## src/ssp_cfg.svh

```systemverilog
// register map and field positions of the slave serial port
`ifndef SSP_CFG_SVH
`define SSP_CFG_SVH
`define SSP_ADDR_RX_CTRL 12'h000
`define SSP_ADDR_TX_CTRL 12'h004
`define SSP_ADDR_BAUD 12'h008
`define SSP_ADDR_RDATA 12'h00C
`define SSP_ADDR_TDATA 12'h010
`define SSP_ADDR_INTEN 12'h014
`define SSP_ADDR_INTFLG 12'h018
`define SSP_ADDR_PINSEL 12'h01C
`define SSP_ADDR_CORE 12'h020
// receive status/control fields
`define SSP_RC_PORT_EN 7
`define SSP_RC_NINE 6
`define SSP_RC_SINGLE 5
`define SSP_RC_CONT 4
`define SSP_RC_OVR 1
`define SSP_RC_BIT9 0
// transmit status/control fields
`define SSP_TX_MASTER 7
`define SSP_TX_NINE 6
`define SSP_TX_EN 5
`define SSP_TX_SYNC 4
`define SSP_TX_IDLE 1
`define SSP_TX_BIT9 0
// interrupt enable fields
`define SSP_IE_RC 0
`define SSP_IE_TX 1
`define SSP_IE_PERIPH 2
`define SSP_IE_GLOBAL 3
// core control: sleep request
`define SSP_CORE_SLEEP 0
// relocation select bits
`define SSP_PIN_DT 0
`define SSP_PIN_CK 1
`define SSP_BITS8 4'h8
`define SSP_BITS9 4'h9
`define SSP_FIFO_DEPTH 2
// receive fifo fill levels
`define SSP_LVL_EMPTY 2'h0
`define SSP_LVL_ONE 2'h1
`define SSP_LVL_FULL 2'h2
`endif

```

## src/ssp_pkg.sv

```systemverilog
// types of the slave serial port
`default_nettype none
package ssp_pkg;
    typedef enum logic [1:0] {SSP_IDLE, SSP_SHIFT, SSP_DONE} ssp_mode_t;
    typedef struct packed {
        logic [1:0] ckMeta;
        logic [1:0] ckSync;
        logic ckLast;
        logic [1:0] dtMeta;
        logic [1:0] dtSync;
        logic [1:0] dtOe;
        logic [7:0] rcCtl;
        logic [7:0] txCtl;
        logic [7:0] baud;
        logic [3:0] intEn;
        logic [1:0] pinSel;
        logic sleep;
        logic [8:0] rxShift;
        logic [3:0] rxCnt;
        logic [8:0] rxFifo0;
        logic [8:0] rxFifo1;
        logic [1:0] rxLevel;
        logic overrun;
        logic [8:0] txShift;
        logic [3:0] txCnt;
        logic txBusy;
        logic [8:0] txBuf;
        logic txBufFull;
        logic dtOut;
        ssp_mode_t txMode;
        logic [31:0] prdata;
        logic pready;
        logic pslverr;
        logic wake;
        logic vector;
    } ssp_state_t;
endpackage
`default_nettype wire

```

## src/ssp_slave_port.sv

```systemverilog
// synchronous slave serial port with apb registers
`default_nettype none
`include "ssp_cfg.svh"
module ssp_slave_port
    import ssp_pkg::*;
(
    input wire logic core_clk,
    input wire logic srst,
    input wire logic psel,
    input wire logic penable,
    input wire logic pwrite,
    input wire logic [11:0] paddr,
    input wire logic [31:0] pwdata,
    output logic [31:0] prdata,
    output logic pready,
    output logic pslverr,
    input wire logic [1:0] shiftTimingIn,
    input wire logic [1:0] serialDataIn,
    output logic [1:0] serialDataOut,
    output logic [1:0] serialDataOe,
    output logic wakeCore,
    output logic takeVector
);
    ssp_state_t s, n;
    logic slave, rxMode, txSel, txRun;
    logic ckNow, dtNow, ckRise, ckFall;
    logic rdAcc, wrAcc, rcFlag, txFlag;
    logic rxDone, txDone, rxWakeReq, ctlWrite;
    logic [3:0] bits, txBits;
    logic [8:0] rxWord;

    // address decode shared by write path and error response
    function automatic logic known(input logic [11:0] a);
        known = (a <= `SSP_ADDR_CORE) && (a[1:0] == 2'b00);
    endfunction

    // character length; both directions pick eight or nine bits
    function automatic logic [3:0] char_bits(input logic nine);
        char_bits = nine ? `SSP_BITS9 : `SSP_BITS8;
    endfunction

    // next state of the whole port
    always_comb begin
        n = s;

        // both pin positions pass two flops before anything reads
        // them; the relocation select only picks synchronised copies
        n.ckMeta = shiftTimingIn;
        n.ckSync = s.ckMeta;
        n.dtMeta = serialDataIn;
        n.dtSync = s.dtMeta;
        ckNow = s.ckSync[s.pinSel[`SSP_PIN_CK]];
        dtNow = s.dtSync[s.pinSel[`SSP_PIN_DT]];

        // edge detect on the synchronised master clock; history
        // resets low, matching the idle clock, so no false edge
        // limitation: moving the clock pin while it is high
        // looks like an edge, so relocate only between words
        n.ckLast = ckNow;
        ckRise = ckNow & ~s.ckLast;
        ckFall = ~ckNow & s.ckLast;

        // slave only with clocked mode, port on and master off
        slave = s.rcCtl[`SSP_RC_PORT_EN] & s.txCtl[`SSP_TX_SYNC]
            & ~s.txCtl[`SSP_TX_MASTER];
        // single receive acts as continuous; either control means receive
        rxMode = s.rcCtl[`SSP_RC_CONT] | s.rcCtl[`SSP_RC_SINGLE];
        // both controls clear selects the transmit direction
        txSel = slave & ~rxMode & s.txCtl[`SSP_TX_EN];
        bits = char_bits(s.rcCtl[`SSP_RC_NINE]);
        txBits = char_bits(s.txCtl[`SSP_TX_NINE]);

        // apb access phase decode; one wait state, then ready
        rdAcc = psel & penable & ~pwrite & ~s.pready;
        wrAcc = psel & penable & pwrite & ~s.pready & known(paddr);
        ctlWrite = wrAcc & (paddr == `SSP_ADDR_RX_CTRL);
        n.pready = psel & penable & ~s.pready;
        n.pslverr = psel & penable & ~s.pready & ~known(paddr);

        // flags are derived from fill state, never stored apart
        rcFlag = (s.rxLevel != `SSP_LVL_EMPTY);
        txFlag = ~s.txBufFull;
        rxWakeReq = rcFlag & s.intEn[`SSP_IE_RC];
        rxDone = 1'b0;
        txDone = 1'b0;
        rxWord = {s.rxShift[7:0], dtNow};
        txRun = txSel & s.txBusy;

        // apb register writes
        if (wrAcc) begin
            case (paddr)
                `SSP_ADDR_RX_CTRL: begin
                    n.rcCtl = pwdata[7:0];
                    // clearing continuous receive drops overrun
                    if (!pwdata[`SSP_RC_CONT]) n.overrun = 1'b0;
                end
                `SSP_ADDR_TX_CTRL: n.txCtl = pwdata[7:0];
                `SSP_ADDR_BAUD: n.baud = pwdata[7:0];
                `SSP_ADDR_INTEN: n.intEn = pwdata[3:0];
                `SSP_ADDR_PINSEL: n.pinSel = pwdata[1:0];
                `SSP_ADDR_CORE: n.sleep = pwdata[`SSP_CORE_SLEEP];
                `SSP_ADDR_TDATA: begin
                    // data goes to shifter first, else to buffer;
                    // a write with both full is dropped
                    if (!s.txBusy) begin
                        n.txShift = {s.txCtl[`SSP_TX_BIT9], pwdata[7:0]};
                        n.txBusy = 1'b1;
                        n.txCnt = 4'h0;
                    end else if (!s.txBufFull) begin
                        n.txBuf = {s.txCtl[`SSP_TX_BIT9], pwdata[7:0]};
                        n.txBufFull = 1'b1;
                    end
                end
                default: ;
            endcase
        end

        // read mux; receive data read pops the fifo
        n.prdata = 32'h0000_0000;
        if (rdAcc) begin
            case (paddr)
                `SSP_ADDR_RX_CTRL: n.prdata[7:0] = {s.rcCtl[7:2],
                    s.overrun, s.rxFifo0[8]};
                `SSP_ADDR_TX_CTRL: n.prdata[7:0] = {s.txCtl[7:2],
                    ~s.txBusy, s.txCtl[0]};
                `SSP_ADDR_BAUD: n.prdata[7:0] = s.baud;
                `SSP_ADDR_RDATA: begin
                    n.prdata[7:0] = s.rxFifo0[7:0];
                    if (rcFlag) begin
                        n.rxFifo0 = s.rxFifo1;
                        n.rxLevel = s.rxLevel - `SSP_LVL_ONE;
                    end
                end
                `SSP_ADDR_INTEN: n.prdata[3:0] = s.intEn;
                `SSP_ADDR_INTFLG: n.prdata[1:0] = {txFlag, rcFlag};
                `SSP_ADDR_PINSEL: n.prdata[1:0] = s.pinSel;
                `SSP_ADDR_CORE: n.prdata[0] = s.sleep;
                default: ;
            endcase
        end

        // receive: sample data on rising edge of master clock, msb
        // first; only slave mode uses the pin clock, so it runs
        // while the core sleeps
        if (slave && rxMode && ckRise) begin
            n.rxShift = rxWord;
            n.rxCnt = s.rxCnt + 4'h1;
            if (s.rxCnt + 4'h1 == bits) begin
                rxDone = 1'b1;
                n.rxCnt = 4'h0;
                // eight-bit words carry no stale top bit
                if (!s.rcCtl[`SSP_RC_NINE]) rxWord[8] = 1'b0;
                // fill level after any pop in this same cycle, so a
                // read and a completion together lose nothing
                if (n.rxLevel == `SSP_LVL_FULL) begin
                    // a full fifo flags overrun; the word is dropped
                    n.overrun = 1'b1;
                end else if (n.rxLevel == `SSP_LVL_EMPTY) begin
                    n.rxFifo0 = rxWord;
                    n.rxLevel = `SSP_LVL_ONE;
                end else begin
                    n.rxFifo1 = rxWord;
                    n.rxLevel = `SSP_LVL_FULL;
                end
            end
        end
        if (!rxMode) n.rxCnt = 4'h0;

        // transmit: lsb first; each falling edge moves to the next
        // bit, so the master samples a settled bit on every rise
        if (txRun && ckFall) begin
            n.txShift = {1'b0, s.txShift[8:1]};
            n.txCnt = s.txCnt + 4'h1;
            if (s.txCnt + 4'h1 == txBits) begin
                txDone = 1'b1;
                n.txCnt = 4'h0;
                // refill from buffer, including a byte written in
                // this very cycle; flag rises as the buffer empties
                if (n.txBufFull) begin
                    n.txShift = n.txBuf;
                    n.txBufFull = 1'b0;
                end else begin
                    n.txBusy = 1'b0;
                end
            end
        end
        // first bit of a loaded word stands before the first rise
        n.dtOut = n.txShift[0];

        // wake and vector follow the pending, enabled flags
        n.wake = s.sleep & (rxWakeReq |
            (txFlag & s.intEn[`SSP_IE_TX] & s.intEn[`SSP_IE_PERIPH]));
        n.vector = n.wake & s.intEn[`SSP_IE_GLOBAL];
        if (n.wake) n.sleep = 1'b0;

        // port disable clears overrun, fifo level, both counters and transmit busy/buffer
        if (!n.rcCtl[`SSP_RC_PORT_EN]) begin
            n.overrun = 1'b0;
            n.rxLevel = `SSP_LVL_EMPTY;
            n.rxCnt = 4'h0;
            n.txCnt = 4'h0;
            n.txBusy = 1'b0;
            n.txBufFull = 1'b0;
        end

        // data pin is driven only in slave transmit direction
        n.dtOe = {2{slave & ~rxMode}} &
            {s.pinSel[`SSP_PIN_DT], ~s.pinSel[`SSP_PIN_DT]};
    end

    // single state register
    always_ff @(posedge core_clk) begin
        if (srst) begin
            s <= '0;
        end else begin
            s <= n;
        end
    end

    // outputs straight from flops
    assign prdata = s.prdata;
    assign pready = s.pready;
    assign pslverr = s.pslverr;
    assign serialDataOut = {s.dtOut, s.dtOut};
    assign serialDataOe = s.dtOe;
    assign wakeCore = s.wake;
    assign takeVector = s.vector;

    // overrun and unit state cleared while the port is off
    AST_OVR_CLR: assert property (@(posedge core_clk) disable iff (srst)
        (s.rcCtl[`SSP_RC_PORT_EN] == 1'b0) |=> !s.overrun)
        else $error("overrun kept with port disabled");
    AST_TX_OFF: assert property (@(posedge core_clk) disable iff (srst)
        (s.rcCtl[`SSP_RC_PORT_EN] == 1'b0) |=> !s.txBusy)
        else $error("transmitter busy with port disabled");

    // a full fifo and a completed word raise overrun
    AST_OVR_SET: assert property (@(posedge core_clk) disable iff (srst)
        rxDone && s.rxLevel == `SSP_LVL_FULL && !rdAcc && !ctlWrite
        |=> s.overrun)
        else $error("overrun not raised on full fifo");

    // receive flag tracks the fifo fill level
    AST_FLAG_EMPTY: assert property (@(posedge core_clk) disable iff (srst)
        (s.rxLevel == `SSP_LVL_EMPTY) |-> !(rcFlag))
        else $error("receive flag with empty fifo");
    AST_FIFO_BOUND: assert property (@(posedge core_clk) disable iff (srst)
        s.rxLevel <= `SSP_LVL_FULL)
        else $error("receive fifo level past its depth");

    // a completed word leaves the flag set unless the receive control is written
    AST_RX_FLAG: assert property (@(posedge core_clk) disable iff (srst)
        rxDone && !ctlWrite |=> rcFlag)
        else $error("receive flag not set by a full word");

    // eight-bit words stored with a clear top bit
    AST_NINE_CLR: assert property (@(posedge core_clk) disable iff (srst)
        rxDone && !s.rcCtl[`SSP_RC_NINE] && s.rxLevel == `SSP_LVL_EMPTY
        && !rdAcc && !ctlWrite |=> !s.rxFifo0[8])
        else $error("stale ninth bit in eight-bit word");

    // wake sources and their enables
    AST_TX_WAKE: assert property (@(posedge core_clk) disable iff (srst)
        s.wake && !$past(rxWakeReq) |-> $past(s.intEn[`SSP_IE_PERIPH]))
        else $error("tx wake without peripheral enable");
    AST_RX_WAKE: assert property (@(posedge core_clk) disable iff (srst)
        s.sleep && rxWakeReq |=> s.wake)
        else $error("receive completion did not wake");
    AST_TX_WAKE_ON: assert property (@(posedge core_clk) disable iff (srst)
        s.sleep && txFlag && s.intEn[`SSP_IE_TX]
        && s.intEn[`SSP_IE_PERIPH] |=> s.wake)
        else $error("transmit flag did not wake");
    AST_VEC: assert property (@(posedge core_clk) disable iff (srst)
        s.vector |-> s.wake && $past(s.intEn[`SSP_IE_GLOBAL]))
        else $error("vector without global enable");
    AST_WAKE_RUN: assert property (@(posedge core_clk) disable iff (srst)
        s.wake |-> !s.sleep)
        else $error("still asleep after wake");

    // shifting only in slave mode
    AST_NOSHIFT: assert property (@(posedge core_clk) disable iff (srst)
        !slave |=> $stable(s.rxCnt) || s.rxCnt == 4'h0)
        else $error("receiver shifted outside slave mode");
    AST_RX_HOLD: assert property (@(posedge core_clk) disable iff (srst)
        !slave |=> $stable(s.rxShift))
        else $error("receive shifter moved outside slave mode");
    AST_CNT9: assert property (@(posedge core_clk) disable iff (srst)
        s.rxCnt <= 4'h8)
        else $error("receive counter past nine bits");
    AST_TX_CNT: assert property (@(posedge core_clk) disable iff (srst)
        s.txCnt <= 4'h8)
        else $error("transmit counter past nine bits");

    // transmit buffering
    AST_WR_FLAG: assert property (@(posedge core_clk) disable iff (srst)
        wrAcc && paddr == `SSP_ADDR_TDATA && s.txBusy
        && !s.txBufFull && s.rcCtl[`SSP_RC_PORT_EN] |=> s.txBufFull)
        else $error("buffer not filled by write");
    AST_TX_REFILL: assert property (@(posedge core_clk) disable iff (srst)
        txDone && s.txBufFull && n.rcCtl[`SSP_RC_PORT_EN]
        |=> s.txBusy && !s.txBufFull)
        else $error("buffered byte not moved to shifter");

    // data pin driven only in the transmit direction
    AST_OE_DIR: assert property (@(posedge core_clk) disable iff (srst)
        s.dtOe != 2'b00 |-> $past(slave) && !$past(rxMode))
        else $error("data pin driven while receiving");

    // apb ready never in setup and never two cycles long
    AST_PREADY: assert property (@(posedge core_clk) disable iff (srst)
        psel && !penable |=> !s.pready)
        else $error("ready in setup phase");
    AST_RDY_PULSE: assert property (@(posedge core_clk) disable iff (srst)
        s.pready |=> !s.pready)
        else $error("ready held longer than one cycle");
endmodule
`default_nettype wire

```

## config.mk

```make
export PLATFORM = sky130hd
export DESIGN_NAME = ssp_slave_port
export DESIGN_NICKNAME = d
export VERILOG_FILES = /design/src/ssp_pkg.sv /design/src/ssp_slave_port.sv
export VERILOG_INCLUDE_DIRS = /design/src
export SDC_FILE = /design/constraint.sdc
export NUM_CORES = 1
export LEC_CHECK = 0
export BUFFER_PORTS_ARGS = -buffer_cell sky130_fd_sc_hd__buf_2
export CORE_MARGIN = 2
export CORE_UTILIZATION = 50
export DETAILED_ROUTE_END_ITERATION = 8
export MAX_ROUTING_LAYER = met4
export PLACE_DENSITY = 0.76
export SYNTH_ARGS = -nofsm -noshare
export SYNTH_HDL_FRONTEND = slang
export SYNTH_SLANG_ARGS = --single-unit
```

## constraint.sdc

```tcl
create_clock -name core_clk -period 1.8 [get_ports core_clk]
set_input_delay 0.18 -clock core_clk [delete_from_list [all_inputs] [get_ports core_clk]]
set_output_delay 0.18 -clock core_clk [all_outputs]
set_load 0.02 [all_outputs]
```

==> results of run 1 <==
-- worst max-delay path, cell delays in order, from the launching register on --
cell,delay (ns)
dfxtp_2,0.33
nand3b_1,0.17
or4_4,0.52
a2111oi_4,0.31
nand2b_1,0.16
buf_6,0.17
a221oi_2,0.25
-- metrics by stage --
step	instances	utilization [%]	instance area, um2	hold slack (ns)	worst slack, ns
2_1_floorplan	568	-	5260	0.308	-0.0728
5_1_grt	773	65.7	6450	0.0871	-0.287
4_1_cts	769	63.4	6220	0.0893	-0.176
3_3_place_gp	743	58.6	5750	0.389	-0.170
6_report	773	65.7	6450	0.0896	-0.199
3_5_place_dp	743	58.6	5750	0.395	-0.222
-- cell type report --
cell class / count / area share (%)
flip-flops and latches: 108 / 33.7
inverters: 3 / 0.175
well taps: 133 / 2.58
multi-input cells: 390 / 46.5
repair buffers: 123 / 14.2
clock buffers: 13 / 2.62
clock inverters: 3 / 0.310
-- sequential cells by signal, indices dropped and copies added (netlist names) --
register and cells:
n 4, prdata 8, pready 1, pslverr 1
rxWord 7, s 83, serialDataOe 2, takeVector 1
wakeCore 1
-- metal layers --
metal	vias up	wire length (um)
met3	38	1010
met1	2156	5440
li1	2083	-
met4	0	381
met2	208	6600
met5	-	0
-- path summary, 6_finish.rpt --
path / startpoint / end / slack (ns)
min: srst / s[122] / 0.09
min reg2reg: n[135] / s[135] / 0.45
max: s[119] / s[78] / -0.20
max reg2reg: s[119] / s[78] / -0.20
-- timing repair --
item                       in CTS  in global routing
resized for setup              41                 48
setup endpoints to repair      46                 67
setup buffers                   6                  3
cloned                          0                  1
hold buffers                    4                  0
pin swaps                      15                 12
hold endpoints to repair        4                  0
-- where the power goes --
part	switching (W)	internal, W	leakage (nW)
Sequential	0.00000260	0.00240	0.875
Combinational	0.000175	0.0000789	1.33
Clock	0.000821	0.000616	0.0917
-- logic make-up (layout without fill, tap and decap cells) --
logic type,after synthesis,count (layout),synth area share [%]
AOI/OAI and AO/OA,115,115,14.5
xor gates and xnor gates,8,8,1.38
adders and majority gates,3,3,0.692
buffers and inverters,70,142,8.21
DFF,108,108,42.7
muxes,44,44,11.0
other,1,24,0.0741
and+or+nand+nor,196,196,21.5
-- synth_stat cells, types with 5 or more instances --
master and instances:
a21oi_1 46, nand3_1 14, nor2b_1 22, buf_4 39, nand2_1 48, nand2b_1 5
nor2_1 42, clkbuf_1 17, and3_1 6, mux2_2 11, nor3_1 10, a221oi_1 9
o21ai_0 28, buf_1 6, o221a_2 7, mux2i_1 25, mux4_2 8, a211oi_1 10
xor2_1 5, dfxtp_1 108, nor4_1 10
==> impl_metrics.py, run 1 <==
metrics = {
    "die": {
        "die_w_um": 105,
        "die_h_um": 105,
        "die-area_um2": 10900,
        "rows": 36,
        "core_um2": 9820,
        "boundaryPins": 93,
        "initial_core_util_pct": 51.5,
    },
    "power": {
        "vdd_ir_drop_max_uv": 356,
        "power.density_cell_area_nw_per_um2": 635,
        "totalPowerFinal_w": 0.00409,
        "leakagePower_nw": 2.30,
    },
    "timing": {
        "finalSetupViolations": 51,
        "finalWorstPathRequiredPeriod_ns": 2.00,
        "fmaxAchievable_mhz": 500,
        "rsz0062_at_grt": "true",
        "hold_viol": 0,
        "max_slew.worst_pin.slew_ns": 0.568,
        "timing.final.ws_setup_ns": -0.199,
        "min_period_over_period_pct": 111,
        "final.setup.tns_ns": -5.20,
        "final_count_of_pins_violating_max_slew": 0,
        "slew_headroom_pct": 62.1,
        "clock_skew_ns": 0.0113,
    },
    "logic_synthesis": {
        "yosys_most_used_dff": "dfxtp_1",
        "async_reset_ff_share_pct": 0,
        "post-synth-top-area-fraction_pct": 42.7,
        "synthCells": 545,
        "synth-warning-count": 0,
        "synth_largest_area_cell": "dfxtp_1",
        "synth-seq-area-share_pct": 42.7,
        "synth.top_cells.by_area": "dfxtp_1, buf_4, mux2i_1",
        "count_of_cell_types_in_the_netlist": 59,
        "mappedNetlistArea_um2": 5060,
        "synth_edf_count": 0,
        "post_synth.cell_area_avg_um2": 9.28,
        "ys_seq_elements": 108,
    },
    "clock_tree": {
        "cts_made_buffers": 9,
        "clock_tree.buffer_depth": 2,
        "clock_tree_from_tritoncts": "done",
        "worst_skew_pair.late_latency_ns": 0.38,
        "htree_num_levels": 3,
        "root_buffer_selected_by_cts": "clkbuf_8",
        "clk_pin_slew_worst_paths_ns": 0.10,
        "cts.sinks": 108,
    },
    "worst_hold_path": {
        "class_of_the_tightest_hold_or_removal_check": "in2reg",
        "whs_path_depth": 2,
    },
    "layout": {
        "final_nets": 690,
        "antennaDiodeCount": 0,
        "layout-area-overhead-vs-synth_pct": 27.4,
        "post_route_cells_drive_above_1_share_pct": 37.0,
        "layout.cells.most_common_list": "dfxtp_1, buf_4, nand2_1",
        "combined_area_of_the_multi_input_logic_cells_um2": 3000,
        "n_fill_cell": 772,
        "layout_commonest_cell": "dfxtp_1",
        "seqCellArea_um2": 2170,
    },
    "route": {
        "viasPerCell": 5.80,
        "drt_pre_antenna_iters": 5,
        "drt_iter0_drc": 264,
        "detailroute.via_count": 4485,
        "post-route-drc-count": 0,
        "finalWirelength_um": 13400,
        "routed_wire_length_per_instance_um": 17.4,
        "antenna_violating_nets_post_route": 0,
    },
    "run_status": {
        "status": "complete, but fails checks",
        "violations": "negative setup slack",
    },
    "global_routing": {
        "grt_busiest_layer": "met2",
        "grt_pass1_wl_um": 20500,
        "global_route.usage.met1_pct": 30.5,
        "met3_usage_pct": 4.99,
        "grt_pass1_vias": 4162,
        "grt_use_total_pct": 24.0,
        "grt_antenna_before_repair": 0,
        "maximum_number_of_pins_on_one_net_before_global_route_repair": 44,
        "gr-usage-met2_pct": 38.0,
        "grt.overflow.total": 0,
    },
    "worst_setup_path": {
        "cp_endpoint_kind": "flop",
        "cp.arrival_ns": 2.29,
        "worstPathMaxFanout": 6,
        "worst_setup_path_start_kind": "flop",
        "reg2regPathDepth": 6,
        "worst_ep_required_time_ns": 2.09,
        "critical_path_class": "reg2reg",
    },
    "place": {
        "place.gp.congestion": 0.835,
        "io_buffers": 44,
        "hpwl_um": 8980,
    },
    "job": {
        "drv_cap": 0,
    },
}
No activity file was read; power rests on OpenSTA's default activity.
==> run 2, diff against run 1 <==
BUFFER_PORTS_ARGS = not set   (was -buffer_cell sky130_fd_sc_hd__buf_2)
CELL_PAD_IN_SITES_DETAIL_PLACEMENT = 1   (was not set)
CELL_PAD_IN_SITES_GLOBAL_PLACEMENT = 2   (was not set)
CORE_UTILIZATION = 35   (was 50)
DONT_BUFFER_PORTS = 1   (was not set)
PLACE_DENSITY = not set   (was 0.76)
PLACE_DENSITY_LB_ADDON = 0.1   (was not set)
==> run 2 against run 1 <==
The run still ends with negative setup slack left. Sequential share of layout area down 1.4 points. Worst setup slack worse by 0.013 ns. Final area up 4.4%. Non-clock buffer count is 15 lower. Fmax decreased by 0.67%. Via count is 4.4% lower. Critical path type unchanged. Largest cell class unchanged. Largest power group unchanged. Highest routed layer unchanged.
==> impl_metrics.py, run 2 (synthesis results as in run 1) <==
metrics = {
    "run_status": {
        "status": "complete, but fails checks",
        "violations": "negative setup slack",
    },
    "layout": {
        "n_fill_cell": 1551,
        "fin_util_pct": 48.1,
        "largest_register_ffs": 83,
        "layout_commonest_cell": "dfxtp_1",
        "antennaDiodeCount": 0,
        "layout-area-overhead-vs-synth_pct": 33.0,
        "postLayoutCellArea_um2": 6730,
        "layout.cells.most_common_list": "dfxtp_1, buf_4, nand2_1",
        "post_route_cells_drive_above_1_share_pct": 34.2,
        "registers.top_by_ff_count": "s",
        "final_nets": 675,
    },
    "clock_tree": {
        "htree_num_levels": 3,
        "cts.sinks": 108,
        "root_buffer_selected_by_cts": "clkbuf_16",
        "clock_tree.buffer_depth": 2,
        "clock_tree_from_tritoncts": "done",
        "clk_pin_slew_worst_paths_ns": 0.08,
        "cts_made_buffers": 9,
        "worst_skew_pair.late_latency_ns": 0.36,
    },
    "power": {
        "leakagePower_nw": 2.34,
        "vdd_ir_drop_max_uv": 445,
        "power.density_cell_area_nw_per_um2": 689,
    },
    "global_routing": {
        "grt.overflow.total": 0,
        "maximum_number_of_pins_on_one_net_before_global_route_repair": 72,
        "grt_antenna_before_repair": 0,
        "grt_use_total_pct": 20.9,
        "grt_pass1_vias": 4313,
        "grt_pass1_wl_um": 24600,
    },
    "worst_hold_path": {
        "class_of_the_tightest_hold_or_removal_check": "in2reg",
        "whs_path_depth": 2,
        "min_from": "srst",
        "hold_path_end": "s[61]",
    },
    "worst_setup_path": {
        "timing.rr.start": "s[99]",
        "reg2regPathDepth": 6,
        "critical_path_class": "reg2reg",
        "worstPathMaxFanout": 10,
        "worst_ep_required_time_ns": 2.09,
        "cp.arrival_ns": 2.31,
        "worst_setup_path_start_kind": "flop",
        "cp_endpoint_kind": "flop",
        "worst-r2r-setup-slack_ns": -0.21,
        "worst_r2r_endpoint": "s[63]",
    },
    "timing": {
        "finalWorstPathRequiredPeriod_ns": 2.01,
        "slew_headroom_pct": 67.8,
        "rsz0062_at_grt": "true",
        "fmaxAchievable_mhz": 497,
        "timing.final.ws_setup_ns": -0.212,
        "final_count_of_pins_violating_max_slew": 0,
        "finalSetupViolations": 51,
        "min_period_over_period_pct": 112,
        "hold_viol": 0,
        "clock_skew_ns": 0.00617,
        "max_slew.worst_pin.slew_ns": 0.470,
    },
    "route": {
        "viasPerCell": 5.33,
        "post-route-drc-count": 0,
        "drt_pre_antenna_iters": 4,
        "detailroute.via_count": 4288,
        "finalWirelength_um": 15700,
        "drt_iter0_drc": 248,
        "antenna_violating_nets_post_route": 0,
        "routed_wire_length_per_instance_um": 19.5,
    },
    "place": {
        "place.gp.congestion": 0.767,
        "io_buffers": 0,
        "placed_cell_area_um2": 5640,
        "hpwl_um": 10400,
    },
    "die": {
        "boundaryPins": 93,
        "core_um2": 14000,
        "die_w_um": 124,
        "die_h_um": 124,
        "rows": 43,
        "initial_core_util_pct": 36.2,
        "die-area_um2": 15400,
    },
    "job": {
        "drv_cap": 0,
    },
}
run 2: cell types whose count changed in the layout (fill, tap and decap cells not counted), sizes merged:
cell / previous run / this run
inv: 2 / 4
clkinvlp: 2 / 0
clkbuf: 13 / 11
buf: 119 / 87
dlygate4sd3: 4 / 21
clkinv: 2 / 4
run 2: per-stage QoR:
step | hold slack, ns | power [W] | std cells | TNS, ns | worst slack [ns]
2_1_floorplan | 0.308 | 0.00263 | 568 | -1.37 | -0.0728
3_3_place_gp | 0.260 | 0.00256 | 752 | -5.63 | -0.214
3_5_place_dp | 0.261 | 0.00256 | 752 | -6.73 | -0.246
4_1_cts | 0.00106 | 0.00467 | 796 | -5.23 | -0.189
5_1_grt | 0.00249 | 0.00479 | 805 | -8.30 | -0.308
6_report | 0.0183 | 0.00464 | 805 | -4.91 | -0.212
run 2: final cells by class:
cell class | count | area [um2] | share of cell area [%]
Clock inverter | 5 | 40.0 | 0.595
Timing Repair Buffer | 108 | 980 | 14.6
Tap cell | 180 | 225 | 3.35
Multi-Input combinational cell | 390 | 3030 | 45.1
Clock buffer | 11 | 264 | 3.92
Inverter | 3 | 11.3 | 0.167
Sequential cell | 108 | 2170 | 32.3
run 2: routing by layer:
| layer | global-route usage [%] | wire length, um | vias up |
|---|---|---|---|
| li1 | - | - | 2055 |
| met1 | 29.0 | 7680 | 2152 |
| met2 | 31.9 | 7250 | 73 |
| met3 | 3.18 | 664 | 8 |
| met4 | 5.62 | 131 | 0 |
| met5 | - | 0 | - |
run 2: report_power, final:
part / total, W / switching [W] / internal, W
Combinational: 0.000201 / 0.000132 / 0.0000694
Clock: 0.00204 / 0.000960 / 0.00108
Sequential: 0.00240 / 0.00000489 / 0.00239
Total: 0.00464 / 0.00110 / 0.00354
run 2: repair_timing:
action,CTS,global route
endpoints found under the setup margin,53,63
resized for setup,59,46
endpoints found under the hold margin,77,1
pin swaps,16,14
gates cloned,1,0
setup buffers,6,11
hold buffers,21,1
run 2: critical path, stage by stage (launching register included):
cell and delay, ns:
dfxtp_4 0.37, mux2i_4 0.21, or4_4 0.47, a2111oi_4 0.31, buf_4 0.31, o211ai_1 0.13, a21oi_1 0.15
run 2: worst max-delay path by stage:
stage | from | end | slack, ns
after CTS | s[84] | s[63] | -0.19
after floorplan | paddr[0] | s[87] | -0.07
after global placement | s[99] | s[66] | -0.21
after global routing | s[99] | s[83] | -0.31
after detailed placement | s[99] | s[66] | -0.25
final | s[99] | s[63] | -0.21
==> run 3, diff against run 2 <==
--- a/config.mk
+++ b/config.mk
@@ -11,4 +11,5 @@
 export CORE_MARGIN = 2
 export CORE_UTILIZATION = 35
+export CTS_CLUSTER_SIZE = 28
 export DETAILED_ROUTE_END_ITERATION = 8
 export DONT_BUFFER_PORTS = 1
==> constraint.sdc (replaced) <==
create_clock -name core_clk -period 1.8 [get_ports core_clk]
set_input_delay 0.36 -clock core_clk [delete_from_list [all_inputs] [get_ports core_clk]]
set_output_delay 0.36 -clock core_clk [all_outputs]
set_load 0.02 [all_outputs]
==> run 3 against run 2 <==
The run still ends with negative setup slack left. Flip-flop and latch count did not move. Final cell count fell by 1.6%. Worst hold slack improved by 0.053 ns. Critical path type unchanged. Highest routed layer unchanged.
==> impl_metrics.py, run 3 (synthesis results as in run 1) <==
metrics = {
    "timing": {
        "final.setup.tns_ns": -6.75,
        "timing.final.ws_setup_ns": -0.216,
        "max_slew.worst_pin.slew_ns": 0.487,
        "min_period_over_period_pct": 112,
        "finalWorstPathRequiredPeriod_ns": 2.02,
        "clock_skew_ns": 0.0113,
        "rsz0062_at_grt": "true",
        "slew_headroom_pct": 66.6,
        "hold_viol": 0,
        "hold-worst-slack_ns": 0.0713,
        "finalSetupViolations": 58,
        "fmaxAchievable_mhz": 496,
        "final_count_of_pins_violating_max_slew": 0,
    },
    "worst_setup_path": {
        "slowest_delay_ns": 0.32,
        "cp.arrival_ns": 2.27,
        "crit_path_cells": "and4b_1 -> buf_4 -> nand4_1 -> buf_4 -> nor3_4 -> buf_6 -> mux2_4 -> o221a_1",
        "crit_family": "simple AND/OR/NAND/NOR gates",
        "worstPathMaxFanout": 4,
        "timing.critical_path.mode_cell": "buf_4",
        "critical_path_class": "reg2reg",
        "critPathBufInv": 3,
        "cp_endpoint_kind": "flop",
        "worst_setup_path_start_kind": "flop",
        "critical-path-slowest-cell": "dfxtp_2",
        "worst_ep_required_time_ns": 2.05,
    },
    "power": {
        "leakagePower_nw": 2.33,
        "p_comb_share_pct": 2.7,
        "switchingPower_w": 0.00102,
        "intPower_w": 0.00356,
        "sequentialPowerShare_pct": 52.4,
        "power.switching_fraction_pct": 22.2,
        "power.density_cell_area_nw_per_um2": 675,
        "power_frac_clock_pct": 44.9,
        "vdd_ir_drop_max_uv": 513,
    },
    "global_routing": {
        "grt_pass1_vias": 4411,
        "grt_use_total_pct": 21.1,
        "maximum_number_of_pins_on_one_net_before_global_route_repair": 88,
        "grt_antenna_before_repair": 0,
        "grt_pass1_wl_um": 25000,
        "grt.overflow.total": 0,
    },
    "job": {
        "drv_cap": 0,
    },
    "layout": {
        "postLayoutCellArea_um2": 6790,
        "layout.cells.most_common_list": "dfxtp_1, buf_4, nor2_1",
        "antennaDiodeCount": 0,
        "layout-area-overhead-vs-synth_pct": 34.2,
        "n_fill_cell": 1559,
        "largest_register_ffs": 83,
        "post_route_cells_drive_above_1_share_pct": 40.0,
        "final_nets": 662,
        "registers.top_by_ff_count": "s",
        "layout_commonest_cell": "dfxtp_1",
    },
    "die": {
        "core_um2": 14000,
        "die-area_um2": 15400,
        "die_w_um": 124,
        "boundaryPins": 93,
        "die_h_um": 124,
        "initial_core_util_pct": 36.2,
        "rows": 43,
    },
    "clock_tree": {
        "cts_made_buffers": 9,
        "clock_tree.buffer_depth": 2,
        "clk_pin_slew_worst_paths_ns": 0.08,
        "htree_num_levels": 3,
        "worst_skew_pair.late_latency_ns": 0.36,
        "cts.sinks": 108,
        "clock_tree_from_tritoncts": "done",
        "root_buffer_selected_by_cts": "clkbuf_16",
    },
    "route": {
        "detailroute.via_count": 4271,
        "routed_wire_length_per_instance_um": 19.7,
        "drt_iter0_drc": 226,
        "viasPerCell": 5.39,
        "drt_pre_antenna_iters": 4,
        "antenna_violating_nets_post_route": 0,
        "finalWirelength_um": 15600,
        "post-route-drc-count": 0,
    },
    "place": {
        "io_buffers": 0,
        "placed_cell_area_um2": 5680,
        "place.gp.congestion": 0.804,
        "hpwl_um": 10600,
    },
    "run_status": {
        "violations": "negative setup slack",
        "status": "complete, but fails checks",
    },
    "worst_hold_path": {
        "class_of_the_tightest_hold_or_removal_check": "in2reg",
    },
}
run 3: cell count changes in the layout (fill, tap and decap cells not counted), sizes merged:
cell,delta
inv,-2
clkinv,-2
dlygate4sd3,-21
buf,+8
clkinvlp,+3
bufinv,+1
run 3: power by group through the flow:
stage | clock [W] | combinational, W | sequential (W)
floorplan | 0 | 0.000172 | 0.00246
global placement | 0 | 0.000110 | 0.00246
detailed placement | 0 | 0.000110 | 0.00246
CTS | 0.00212 | 0.000121 | 0.00240
global route | 0.00221 | 0.000131 | 0.00240
finish | 0.00206 | 0.000123 | 0.00240
run 3: per-layer routing:
metal / part of all wire, % / wire (um) / GRT usage (%) / up-vias
li1: - / - / - / 2035
met1: 47 / 7280 / 27.7 / 2140
met2: 48 / 7450 / 32.8 / 78
met3: 3.3 / 510 / 3.49 / 18
met4: 2.3 / 354 / 7.47 / 0
met5: 0 / 0 / - / -
run 3: worst paths after layout:
path	start	endpoint	slack (ns)	cells after the start
max	pready	s[54]	-0.22	8
min	srst	s[104]	0.07	1
max reg2reg	pready	s[54]	-0.22	8
min reg2reg	n[131]	s[131]	0.44	1
run 3: area by class of cell:
cell class                 count  area, um2  area share (%)
clock buffer                  11        243            3.58
clock inverter                 5       61.3           0.903
inverter                       3       11.3           0.166
multi-input combinational    390       3190            47.0
sequential                   108       2170            31.9
tap                          180        225            3.32
timing repair buffer          95        887            13.1
run 3: per-stage QoR:
step	utilization, %	power, W	setup WS, ns	cells
floorplan	-	0.00263	-0.259	568
global placement	40.6	0.00257	-0.348	756
detailed placement	40.6	0.00257	-0.380	756
CTS	46.2	0.00464	-0.236	787
global route	48.5	0.00474	-0.302	792
finish	48.5	0.00458	-0.216	792
run 3: what timing repair did:
item,4_1_cts,5_1_grt
resized for setup,78,70
cloned,1,0
endpoints found under the hold margin,0,0
endpoints found under the setup margin,51,74
pin swaps,18,27
hold buffers,0,0
setup buffers,16,6
run 3: worst register-to-register path, cell delays in order (launching register included):
cell,delay [ns]
dfxtp_2,0.32
and4b_1,0.27
buf_4,0.12
nand4_1,0.11
buf_4,0.20
nor3_4,0.17
buf_6,0.16
mux2_4,0.31
o221a_1,0.24
